<file path="config.mk">
export PLATFORM = sky130hd
export DESIGN_NAME = rotate_subtract_skip_alu
export DESIGN_NICKNAME = d
export VERILOG_FILES = /design/src/logic/skip_alu_pkg.sv /design/src/logic/rotate_subtract_skip_alu.sv /design/src/logic/borrow_subtractor.sv
export SDC_FILE = /design/constraint.sdc
export NUM_CORES = 1
export LEC_CHECK = 0
export BUFFER_PORTS_ARGS = -buffer_cell sky130_fd_sc_hd__buf_2
export CORE_UTILIZATION = 58
export CTS_CLUSTER_SIZE = 8
export DETAILED_ROUTE_END_ITERATION = 6
export PLACE_DENSITY = 0.95
export SLEW_MARGIN = 20
export SYNTH_ARGS = -nofsm -noshare
export SYNTH_HDL_FRONTEND = slang
export SYNTH_SLANG_ARGS = --single-unit
</file>
<file path="constraint.sdc">
create_clock -name ref_clk -period 5 [get_ports ref_clk]
set_input_delay 1 -clock ref_clk [delete_from_list [all_inputs] [get_ports ref_clk]]
set_output_delay 1 -clock ref_clk [all_outputs]
set_load 0.1 [all_outputs]
</file>
<file path="src/logic/skip_alu_pkg.sv">
package skip_alu_pkg;

  // operation codes presented on the execute port
  typedef enum logic [4:0] {
    OP_NOP,
    OP_ROT_LEFT,
    OP_ROT_LEFT_TO_ACC,
    OP_ROT_LEFT_CARRY,
    OP_ROT_RIGHT,
    OP_ROT_RIGHT_CARRY,
    OP_SUBTRACT,
    OP_SUBTRACT_BORROW,
    OP_DEC_SKIP_ZERO,
    OP_INC_SKIP_ZERO,
    OP_SKIP_NONZERO,
    OP_SKIP_NONZERO_BIT,
    OP_SET_BYTE,
    OP_SET_BIT,
    OP_NIBBLE_EXCHANGE
  } alu_op_e;

  // one instruction as handed over by the decoder
  typedef struct packed {
    alu_op_e op;
    logic [7:0] memByte;
    logic [7:0] immData;
    logic [2:0] bitSel;
    logic useImm;
    logic toMem;
  } exec_req_s;

  // status flags kept by the block
  typedef struct packed {
    logic carry_zero_flag;
    logic signed_compare_flag;
    logic overflow_flag;
    logic zero;
    logic aux_carry_flag;
    logic carry;
  } alu_flags_s;

  // flag positions inside the status register
  localparam int FLAG_CARRY_POS = 0;
  localparam int FLAG_AUX_POS = 1;
  localparam int FLAG_ZERO_POS = 2;
  localparam int FLAG_OVERFLOW_POS = 3;
  localparam int FLAG_SIGNED_POS = 4;
  localparam int FLAG_CARRY_ZERO_POS = 5;
  localparam int FLAG_COUNT = 6;

  // register byte offsets on the wishbone slave
  localparam logic [3:0] REG_ACCUM_OFFSET = 4'h0;
  localparam logic [3:0] REG_FLAGS_OFFSET = 4'h4;
  localparam logic [3:0] REG_STATE_OFFSET = 4'h8;

  // state register field positions
  localparam int STATE_BUSY_POS = 0;
  localparam int STATE_SKIP_POS = 1;
  localparam int STATE_RESULT_LSB = 8;

  // values after reset, and the byte written by byte set
  localparam logic [7:0] ACCUM_RESET = 8'h00;
  localparam alu_flags_s FLAGS_RESET = '0;
  localparam logic [7:0] ALL_ONES_BYTE = 8'hFF;

  // cycles of the inserted dummy slot after a taken skip
  localparam int SKIP_DUMMY_CYCLES = 1;

endpackage

</file>
<file path="src/logic/rotate_subtract_skip_alu.sv">
// Summary of operation
// - rotate left to accumulator: bit 7 into bit 0, no flags, memory kept
// - rotate left through carry: old carry to bit 0, bit 7 to carry
// - rotate right: bit 0 into bit 7, to memory or accumulator, no flags
// - rotate right through carry: old carry to bit 7, bit 0 to carry
// - subtract: accumulator minus memory or immediate, to accumulator or memory
// - subtract with borrow also removes the inverse of the carry flag
// - carry clears on negative difference, sets on zero or positive
// - every subtraction updates overflow, zero, aux, carry, signed, carry-zero flags
// - decrement and skip on zero; accumulator variant leaves memory alone
// - increment and skip on zero; accumulator variant leaves memory alone
// - a taken skip costs a dummy cycle; otherwise continue normally
// - byte set writes all ones to memory, no flags
// - bit set forces only the selected bit to one, no flags
// - skip when byte, or selected bit, is nonzero; no flags
// - nibble exchange swaps low and high nibbles, no flags
//
// Added by the designer: the Wishbone slave port and the placing of the registers.
`timescale 1ns/100ps
`default_nettype none
module rotate_subtract_skip_alu
  import skip_alu_pkg::*;
(
  input wire logic ref_clk,
  input wire logic rst,
  input wire logic execValid,
  input wire exec_req_s execReq,
  output logic execReady,
  output logic memWrite,
  output logic [7:0] memWriteData,
  output logic skipNext,
  output logic [7:0] accumulator,
  output alu_flags_s statusFlags,
  input wire logic wb_cyc_i,
  input wire logic wb_stb_i,
  input wire logic wb_we_i,
  input wire logic [3:0] wb_adr_i,
  input wire logic [3:0] wb_sel_i,
  input wire logic [31:0] wb_dat_i,
  output logic [31:0] wb_dat_o,
  output logic wb_ack_o
);

  typedef enum logic {
    ST_RUN,
    ST_DUMMY
  } exec_state_e;

  // register bus targets, decoded once and shared by write and read paths
  typedef enum logic [1:0] {
    SEL_ACCUM,
    SEL_FLAGS,
    SEL_STATE,
    SEL_NONE
  } reg_sel_e;

  // every flip-flop of the block lives in this one record
  typedef struct packed {
    exec_state_e fsm;
    logic [7:0] acc;
    alu_flags_s flags;
    logic memWr;
    logic [7:0] memData;
    logic skip;
    logic lastSkip;
    logic [7:0] lastResult;
    logic ack;
    logic [31:0] rdData;
  } alu_state_s;

  localparam alu_state_s STATE_RESET = '{
    fsm: ST_RUN,
    acc: ACCUM_RESET,
    flags: FLAGS_RESET,
    memWr: 1'b0,
    memData: 8'h00,
    skip: 1'b0,
    lastSkip: 1'b0,
    lastResult: 8'h00,
    ack: 1'b0,
    rdData: 32'h0000_0000
  };

  alu_state_s cur;
  alu_state_s next_cur;

  // rotate helpers shared by the plain and through-carry forms
  function automatic logic [7:0] rotLeft(input logic [7:0] v, input logic fill);
    rotLeft = {v[6:0], fill};
  endfunction

  function automatic logic [7:0] rotRight(input logic [7:0] v, input logic fill);
    rotRight = {fill, v[7:1]};
  endfunction

  // one-hot mask for the selected bit
  function automatic logic [7:0] bitMask(input logic [2:0] sel);
    bitMask = 8'h01 << sel;
  endfunction

  // pack the flag record into a status word
  function automatic logic [31:0] flagsWord(input alu_flags_s f);
    logic [31:0] w;
    w = 32'h0000_0000;
    w[FLAG_CARRY_POS] = f.carry;
    w[FLAG_AUX_POS] = f.aux_carry_flag;
    w[FLAG_ZERO_POS] = f.zero;
    w[FLAG_OVERFLOW_POS] = f.overflow_flag;
    w[FLAG_SIGNED_POS] = f.signed_compare_flag;
    w[FLAG_CARRY_ZERO_POS] = f.carry_zero_flag;
    flagsWord = w;
  endfunction

  function automatic alu_flags_s wordFlags(input logic [31:0] w);
    alu_flags_s f;
    f.carry = w[FLAG_CARRY_POS];
    f.aux_carry_flag = w[FLAG_AUX_POS];
    f.zero = w[FLAG_ZERO_POS];
    f.overflow_flag = w[FLAG_OVERFLOW_POS];
    f.signed_compare_flag = w[FLAG_SIGNED_POS];
    f.carry_zero_flag = w[FLAG_CARRY_ZERO_POS];
    wordFlags = f;
  endfunction

  // one address decoder so a write and a read of one offset cannot disagree
  function automatic reg_sel_e decodeAdr(input logic [3:0] adr);
    if (adr == REG_ACCUM_OFFSET) begin
      decodeAdr = SEL_ACCUM;
    end else if (adr == REG_FLAGS_OFFSET) begin
      decodeAdr = SEL_FLAGS;
    end else if (adr == REG_STATE_OFFSET) begin
      decodeAdr = SEL_STATE;
    end else begin
      decodeAdr = SEL_NONE;
    end
  endfunction

  // pack the read-only state register; bits outside the fields read zero
  function automatic logic [31:0] stateWord(input logic busy, input logic skipped,
    input logic [7:0] result);
    logic [31:0] w;
    w = 32'h0000_0000;
    w[STATE_BUSY_POS] = busy;
    w[STATE_SKIP_POS] = skipped;
    w[STATE_RESULT_LSB +: 8] = result;
    stateWord = w;
  endfunction

  // subtraction datapath inputs
  logic [7:0] subOperand;
  logic subBorrow;
  logic subChain;
  logic [7:0] subResult;
  alu_flags_s subFlags;
  logic take;
  logic busReq;
  logic busWrite;
  reg_sel_e regSel;

  // a request is only accepted outside the dummy slot
  assign execReady = (cur.fsm == ST_RUN);
  assign take = execValid & execReady;

  // immediate only feeds the accumulator-destination subtract
  always_comb begin
    subOperand = (execReq.useImm && !execReq.toMem) ? execReq.immData : execReq.memByte;
    subChain = (execReq.op == OP_SUBTRACT_BORROW);
    // borrow is the inverse of carry for both destinations
    subBorrow = subChain ? ~cur.flags.carry : 1'b0;
  end

  borrow_subtractor subUnit (
    .minuend(cur.acc),
    .subtrahend(subOperand),
    .borrowIn(subBorrow),
    .chainZero(subChain),
    .oldCarryZero(cur.flags.carry_zero_flag),
    .difference(subResult),
    .flags(subFlags)
  );

  // bus handshake: ack one cycle after the strobe, dropped the cycle after
  assign busReq = wb_cyc_i & wb_stb_i & ~cur.ack;
  assign busWrite = busReq & wb_we_i & wb_sel_i[0];
  // unmapped offsets decode to none: ack given, write dropped, read zero
  assign regSel = decodeAdr(wb_adr_i);

  // next-state logic for execution, skip slot and register bus
  always_comb begin
    logic [7:0] res;
    logic [7:0] mask;
    res = 8'h00;
    mask = bitMask(execReq.bitSel);
    next_cur = cur;
    next_cur.memWr = 1'b0;
    next_cur.skip = 1'b0;
    next_cur.ack = busReq;

    // software writes land first so an instruction in the same cycle wins
    if (busWrite) begin
      if (regSel == SEL_ACCUM) begin
        next_cur.acc = wb_dat_i[7:0];
      end else if (regSel == SEL_FLAGS) begin
        next_cur.flags = wordFlags(wb_dat_i);
      end
    end

    // read data captured at the request so it is steady with ack
    if (busReq) begin
      if (regSel == SEL_ACCUM) begin
        next_cur.rdData = {24'h000000, cur.acc};
      end else if (regSel == SEL_FLAGS) begin
        next_cur.rdData = flagsWord(cur.flags);
      end else if (regSel == SEL_STATE) begin
        next_cur.rdData = stateWord(cur.fsm == ST_DUMMY, cur.lastSkip, cur.lastResult);
      end else begin
        next_cur.rdData = 32'h0000_0000; // unmapped reads return zero
      end
    end

    case (cur.fsm)
      ST_RUN: begin
        if (take) begin
          case (execReq.op)
            OP_ROT_LEFT: begin
              res = rotLeft(execReq.memByte, execReq.memByte[7]);
              next_cur.memWr = execReq.toMem;
              if (!execReq.toMem) begin
                next_cur.acc = res;
              end
            end
            OP_ROT_LEFT_TO_ACC: begin
              res = rotLeft(execReq.memByte, execReq.memByte[7]);
              next_cur.acc = res;
            end
            OP_ROT_LEFT_CARRY: begin
              res = rotLeft(execReq.memByte, cur.flags.carry);
              next_cur.flags.carry = execReq.memByte[7];
              next_cur.memWr = execReq.toMem;
              if (!execReq.toMem) begin
                next_cur.acc = res;
              end
            end
            OP_ROT_RIGHT: begin
              res = rotRight(execReq.memByte, execReq.memByte[0]);
              next_cur.memWr = execReq.toMem;
              if (!execReq.toMem) begin
                next_cur.acc = res;
              end
            end
            OP_ROT_RIGHT_CARRY: begin
              res = rotRight(execReq.memByte, cur.flags.carry);
              next_cur.flags.carry = execReq.memByte[0];
              next_cur.memWr = execReq.toMem;
              if (!execReq.toMem) begin
                next_cur.acc = res;
              end
            end
            OP_SUBTRACT, OP_SUBTRACT_BORROW: begin
              res = subResult;
              next_cur.flags = subFlags;
              next_cur.memWr = execReq.toMem;
              if (!execReq.toMem) begin
                next_cur.acc = res;
              end
            end
            OP_DEC_SKIP_ZERO: begin
              res = execReq.memByte - 8'h01;
              next_cur.memWr = execReq.toMem;
              if (!execReq.toMem) begin
                next_cur.acc = res;
              end
              next_cur.skip = (res == 8'h00);
            end
            OP_INC_SKIP_ZERO: begin
              res = execReq.memByte + 8'h01;
              next_cur.memWr = execReq.toMem;
              if (!execReq.toMem) begin
                next_cur.acc = res;
              end
              next_cur.skip = (res == 8'h00);
            end
            OP_SKIP_NONZERO: begin
              res = execReq.memByte;
              next_cur.skip = (execReq.memByte != 8'h00);
            end
            OP_SKIP_NONZERO_BIT: begin
              res = execReq.memByte;
              next_cur.skip = ((execReq.memByte & mask) != 8'h00);
            end
            OP_SET_BYTE: begin
              res = ALL_ONES_BYTE;
              next_cur.memWr = 1'b1;
            end
            OP_SET_BIT: begin
              res = execReq.memByte | mask;
              next_cur.memWr = 1'b1;
            end
            OP_NIBBLE_EXCHANGE: begin
              res = {execReq.memByte[3:0], execReq.memByte[7:4]};
              next_cur.memWr = execReq.toMem;
              if (!execReq.toMem) begin
                next_cur.acc = res;
              end
            end
            default: begin
              res = cur.lastResult; // no-op keeps accumulator, flags and result; clears the recorded skip
            end
          endcase
          next_cur.memData = res;
          next_cur.lastResult = res;
          next_cur.lastSkip = next_cur.skip;
          // a taken skip blocks the next request for the dummy slot
          if (next_cur.skip) begin
            next_cur.fsm = ST_DUMMY;
          end
        end
      end
      ST_DUMMY: begin
        // no request is accepted here while execReady is low; nothing executes
        next_cur.fsm = ST_RUN;
      end
      default: begin
        next_cur.fsm = ST_RUN;
      end
    endcase
  end

  // the whole state record is registered in one place
  always_ff @(posedge ref_clk or posedge rst) begin
    if (rst) begin
      cur <= STATE_RESET;
    end else begin
      cur <= next_cur;
    end
  end

  // outputs straight from flip-flops
  assign memWrite = cur.memWr;
  assign memWriteData = cur.memData;
  assign skipNext = cur.skip;
  assign accumulator = cur.acc;
  assign statusFlags = cur.flags;
  assign wb_ack_o = cur.ack;
  assign wb_dat_o = cur.rdData;

endmodule
`default_nettype wire

</file>
<file path="src/logic/borrow_subtractor.sv">
`timescale 1ns/100ps
`default_nettype none
// eight-bit subtractor with the full set of arithmetic status flags
module borrow_subtractor
  import skip_alu_pkg::*;
(
  input wire logic [7:0] minuend,
  input wire logic [7:0] subtrahend,
  input wire logic borrowIn,
  input wire logic chainZero,
  input wire logic oldCarryZero,
  output logic [7:0] difference,
  output alu_flags_s flags
);

  logic [8:0] wide;
  logic [4:0] lowWide;
  logic ovf;

  // ninth bit is the borrow out; carry is its inverse, so negative clears it
  always_comb begin
    wide = {1'b0, minuend} - {1'b0, subtrahend} - {8'h00, borrowIn};
    lowWide = {1'b0, minuend[3:0]} - {1'b0, subtrahend[3:0]} - {4'h0, borrowIn};
    difference = wide[7:0];
    ovf = (minuend[7] ^ subtrahend[7]) & (minuend[7] ^ wide[7]);
    flags.carry = ~wide[8];
    flags.aux_carry_flag = ~lowWide[4];
    flags.zero = (wide[7:0] == 8'h00);
    flags.overflow_flag = ovf;
    flags.signed_compare_flag = ovf ^ wide[7];
    // chained form keeps zero only while every byte so far was zero
    flags.carry_zero_flag = chainZero ? ((wide[7:0] == 8'h00) & oldCarryZero)
                                      : (wide[7:0] == 8'h00);
  end

endmodule
`default_nettype wire

</file>
# --- After elaboration in Yosys (flattened, before gate mapping) ---
# Index checks and enable logic that the tools add are counted.
classes:
  add_sub_neg: 6
  n_eq_ne: 18
  n_shift: 1
  n_mux: 33
  bitwise: 17
  n_reduce_logical: 15
ops:
  columns: ["op", "count"]
  rows:
  - ["$pmux W8 S11", 1]
  - ["$mux W8", 10]
  - ["$pmux W8 S9", 1]
  - ["$mux W16", 3]
  - ["$eq A5 B4 Y1 const B", 7]
  - ["$mux W34", 1]
  - ["$mux W33", 1]
  - ["$logic_not A8 Y1", 3]
  - ["$eq A5 B3 Y1 const B", 4]
  - ["$reduce_bool A8 Y1", 2]
  - ["$mux W14", 1]
  - ["$mux W6", 2]
  - ["$eq A5 B2 Y1 const B", 2]
  - ["$reduce_or A9 Y1", 1]
  - ["$sub A8 B8 Y9", 1]
  - ["$sub A9 B1 Y9", 1]
  - ["$add A8 B1 Y8 const B", 1]
  - ["$and A8 B8 Y8", 1]
  - ["$or A8 B8 Y8", 1]
  - ["$reduce_or A2 Y1", 4]
  - ["$shl A1 B3 Y8 const A", 1]
  - ["$sub A8 B1 Y8 const B", 1]
  - ["$and A1 B1 Y1", 7]
  - ["$mux W1", 6]
  - ["19 further kinds", 27]
totals:
  regBits: 59
  in_bits: 72
  out_inout_bits: 58
  wordCells: 104

# --- Logic depth before layout (Yosys ltp) ---
logic_depth:
  ltp_word: 12
  ltp_mapped: 13
  mapped_depth_nobuf: 12

# --- Cells and area by module ---
# From an unflattened synthesis, not the netlist that was laid out.
unflattened:
  cells_unflattened: 553
  area_unflattened_um2: 4473.0
modules_own_cells:
  columns: ["mod", "instances", "cells_each", "area_each_um2", "seq_area_each_um2"]
  rows:
  - ["rotate_subtract_skip_alu", 1, 470, 3848.7, 1051.0]
  - ["borrow_subtractor", 1, 83, 624.3, 0.0]

# --- Least setup slack after synthesis ---
# No wires, ideal clock.
synth_timing:
  path_type: "input -> register"
  startpoint: "in execReq[1] in the netlist's numbering"
  endpoint: "reg with a tool-made name"
  setup_time_ns: 0.141
  t_arrival_ns: 3.530
  t_required_ns: 4.859
  setup_slack_ns: 1.329
  path_stages: 12
  n_path_buf: 1
  path_cell_list: "nor2b_1 clkbuf_1 mux2_2 ha_1 inv_1 ha_1 a21oi_1 nand2_1 a221oi_1 nand2_1 a221oi_1 a31oi_1"
synth_lines:
  columns: ["item", "line_no", "source"]
  rows:
  - ["start: declaration", "rotate_subtract_skip_alu.sv:27", "input wire exec_req_s execReq,"]

==> results.json <==
{
  "clk_path_buf_depth": 2,
  "ys_warn_count": 0,
  "route.detailed.drc": 0,
  "detailed_place_hpwl_um": 10180,
  "fin_crit_ns": 4.322,
  "tritoncts_clock_tree": "built",
  "ant_nets": 0,
  "h-tree-depth": 2,
  "final_layout_size_suffix_gt1_frac": 0.2046,
  "grtUsageTotal": 0.3242,
  "post_dp_cell_area_sq_um": 4583,
  "yosys.cell_types.count": 77,
  "timing.clock.skew_ns": 0.01243,
  "dp_cells": 697,
  "global_route.overflow_total": 0,
  "setup-tns-final_ns": 0,
  "cts_num_sinks": 42,
  "cell_with_the_largest_stage_delay_on_the_worst_path": "sky130_fd_sc_hd__a221oi_1",
  "critical_path.startpoint_type": "input port",
  "critPathCaptureType": "register",
  "critical_path_arrival_ns": 4.47,
  "status": "finished clean",
  "synth_ff_type": "sky130_fd_sc_hd__dfrtp_1",
  "stdcell_area_sq_um": 4669,
  "synth_area_sq_um": 4476,
  "slew_headroom": 0.1820,
  "postRouteWirelength_um": 13270,
  "final.hold.worst_slack_ns": 0.4677,
  "maxSlewViolCount": 0,
  "maxClockFrequency_mhz": 231.4,
  "route.detailed.wl_per_inst_um": 18.82,
  "ctsRootBufferMaster": "sky130_fd_sc_hd__clkbuf_8",
  "crit_chain": "buf_2 -> nor2_1 -> nand3_1 -> nor3_1 -> fa_1 -> ha_1 -> o21ai_0 -> a21oi_1 -> mux2i_1 -> nand2_1 -> a221oi_1 -> a31oi_1",
  "antenna-diode-count": 0,
  "die_width_um": 89.85,
  "core_region_area_sq_um": 7370,
  "largest_net_degree_at_the_start_of_global_routing": 43,
  "worst-path-max-fanout": 15,
  "die_area_sq_um": 8072,
  "hold_viol": 0,
  "area_grow_syn2layout_pct": 4.333,
  "detailedPlace.worstSlack_ns": 0.4868,
  "via_count_of_the_routed_design": 4505,
  "grt_antenna_before_repair": 0,
  "design.portCount": 130,
  "area.sequential_sq_um": 1051,
  "worst-slew-pin-transition_ns": 1.216,
  "grt_setup_unrepaired": "no",
  "synthesis.instances": 578,
  "fin_nets": 698,
  "max-cap-violations": 0,
  "power_per_cell_area_nw_per_um2": 389.1,
  "clk_pin_slew_worst_paths_ns": 0.08,
  "ctsResizeCount": 0,
  "clk-insertion-delay-late_ns": 0.29,
  "critical-path-max-stage-delay_ns": 0.58,
  "drt_pass1_iterations": 7,
  "via_per_inst": 6.390,
  "number_of_setup_violations_in_the_final_report": 0,
  "vdd_ir_drop_max_mv": 0.1985,
  "instances_no_fill": 705,
  "share_of_synthesized_registers_carrying_an_async_set_or_reset": 1.000,
  "postSynthAreaPerCell_sq_um": 7.743,
  "cts_post_setup_buffers_inserted": 0,
  "synth_sequential_area_ratio": 0.2348,
  "post_cts_hold_buffer_count": 0,
  "multi_input_comb_area_sq_um": 2783,
  "synth-edff-count": 0,
  "dr.first_iter.drc_count": 619,
  "ys_ff_latch": 42,
  "grt_pass1_vias": 4136,
  "floorplan.initialDensity": 0.6073,
  "min_period_over_period": 0.8645,
  "worst_ep_required_time_ns": 5.15,
  "worstHoldPathType": "register to register",
  "numPortBuffers": 86,
  "final_critical_path_setup_slack_ns": 0.6777,
  "grt_pass1_wl_um": 20970,
  "fillerInstances": 661,
  "gp_congestion": 0.9623,
  "fp.dieH_um": 89.85,
  "timing_worst_setup_path_type": "input port to register",
  "rows": 31,
  "static-leakage-power_nw": 2.152,
  "cts_inserted_buffers": 5
}
[synth_stat cells, types with 12 or more instances]
cell type	count	area share
sky130_fd_sc_hd__inv_1	35	0.029
sky130_fd_sc_hd__a21oi_1	31	0.035
sky130_fd_sc_hd__nor3_1	14	0.016
sky130_fd_sc_hd__xnor2_1	12	0.023
sky130_fd_sc_hd__buf_2	15	0.017
sky130_fd_sc_hd__nand2_1	59	0.049
sky130_fd_sc_hd__ha_1	19	0.053
sky130_fd_sc_hd__nor2_1	51	0.043
sky130_fd_sc_hd__buf_4	54	0.091
sky130_fd_sc_hd__dfrtp_1	42	0.23
sky130_fd_sc_hd__a31oi_1	13	0.018
sky130_fd_sc_hd__o21ai_0	18	0.020
sky130_fd_sc_hd__nor2b_1	15	0.021
sky130_fd_sc_hd__clkbuf_1	18	0.015
sky130_fd_sc_hd__nand3_1	21	0.023
[metrics by stage]
stage | power [W] | util
6_report | 0.001817 | 0.6336
5_1_grt | 0.001901 | 0.6336
4_1_cts | 0.001797 | 0.6336
3_5_place_dp | 0.001589 | 0.6219
3_3_place_gp | 0.001558 | 0.6219
2_1_floorplan | 0.001454 | -
[routing by layer]
layer / share of wire / vias to the layer above / GRT usage / wire (um)
met2: 0.48 / 338 / 0.5481 / 6335
met5: 0 / - / 0 / 0
li1: - / 2035 / - / -
met3: 0.11 / 41 / 0.02707 / 1416
met1: 0.39 / 2091 / 0.4352 / 5138
met4: 0.029 / 0 / 0.1134 / 380
[area by class of cell]
type | instances | share of cell area
Multi-Input combinational cell | 426 | 0.5959
Sequential cell | 42 | 0.2251
Timing Repair Buffer | 94 | 0.1050
Inverter | 36 | 0.02894
Tap cell | 99 | 0.02653
Clock buffer | 6 | 0.01554
Clock inverter | 2 | 0.002947
[final timing paths]
path | start | end | slack [ns] | cells after the start
setup reg to reg | statusFlags[0] | register | 1.78 | 9
min in group asynchronous | rst | wb_dat_o[12] | 0.82 | 3
max in group asynchronous | rst | statusFlags[0] | 3.83 | 3
setup / recovery | execReq[24] | register | 0.68 | 12
hold / removal | wb_dat_o[10] | wb_dat_o[10] | 0.47 | 2
hold reg to reg | wb_dat_o[10] | wb_dat_o[10] | 0.47 | 2
[layout by cell type, fill, tap and decap left out, drive strengths merged, types with 5 or more instances in the layout]
| cell type | count |
|---|---|
| a211oi | 10 |
| a21o | 5 |
| a21oi | 31 |
| a221oi | 10 |
| a22oi | 6 |
| a31oi | 14 |
| and3 | 5 |
| buf | 94 |
| clkbuf | 6 |
| conb | 16 |
| dfrtp | 42 |
| ha | 19 |
| inv | 35 |
| mux2 | 7 |
| mux2i | 11 |
| nand2 | 59 |
| nand2b | 8 |
| nand3 | 21 |
| nor2 | 52 |
| nor2b | 15 |
| nor3 | 15 |
| nor4 | 5 |
| o21a | 6 |
| o21ai | 19 |
| xnor2 | 12 |
| xor2 | 11 |
[cell families after synthesis]
kind of cell,after synthesis,synth area share
and+or+nand+nor,205,0.2326
AOI/OAI and AO/OA,142,0.2242
buffers and inverters,125,0.1560
DFF,42,0.2348
xor gates and xnor gates,23,0.04501
adders and majority gates,22,0.06430
muxes,18,0.04222
other,1,0.0008379
[worst max-delay path: cells and delay by family]
kind | cells | cell delay, ns
simple gates | 4 | 1.17
compound gates | 4 | 1.21
mux | 1 | 0.22
fa+ha+maj | 2 | 0.68
buf+inv | 1 | 0.18
[report_power, final]
| part | total [W] | switching (W) | leakage, nW | internal, W |
|---|---|---|---|---|
| clock | 0.000212 | 0.000113 | 0.0452 | 0.0000985 |
| combinational | 0.00115 | 0.000873 | 1.58 | 0.000276 |
| sequential | 0.000456 | 0.0000597 | 0.532 | 0.000396 |
No activity file was read; power rests on OpenSTA's default activity.
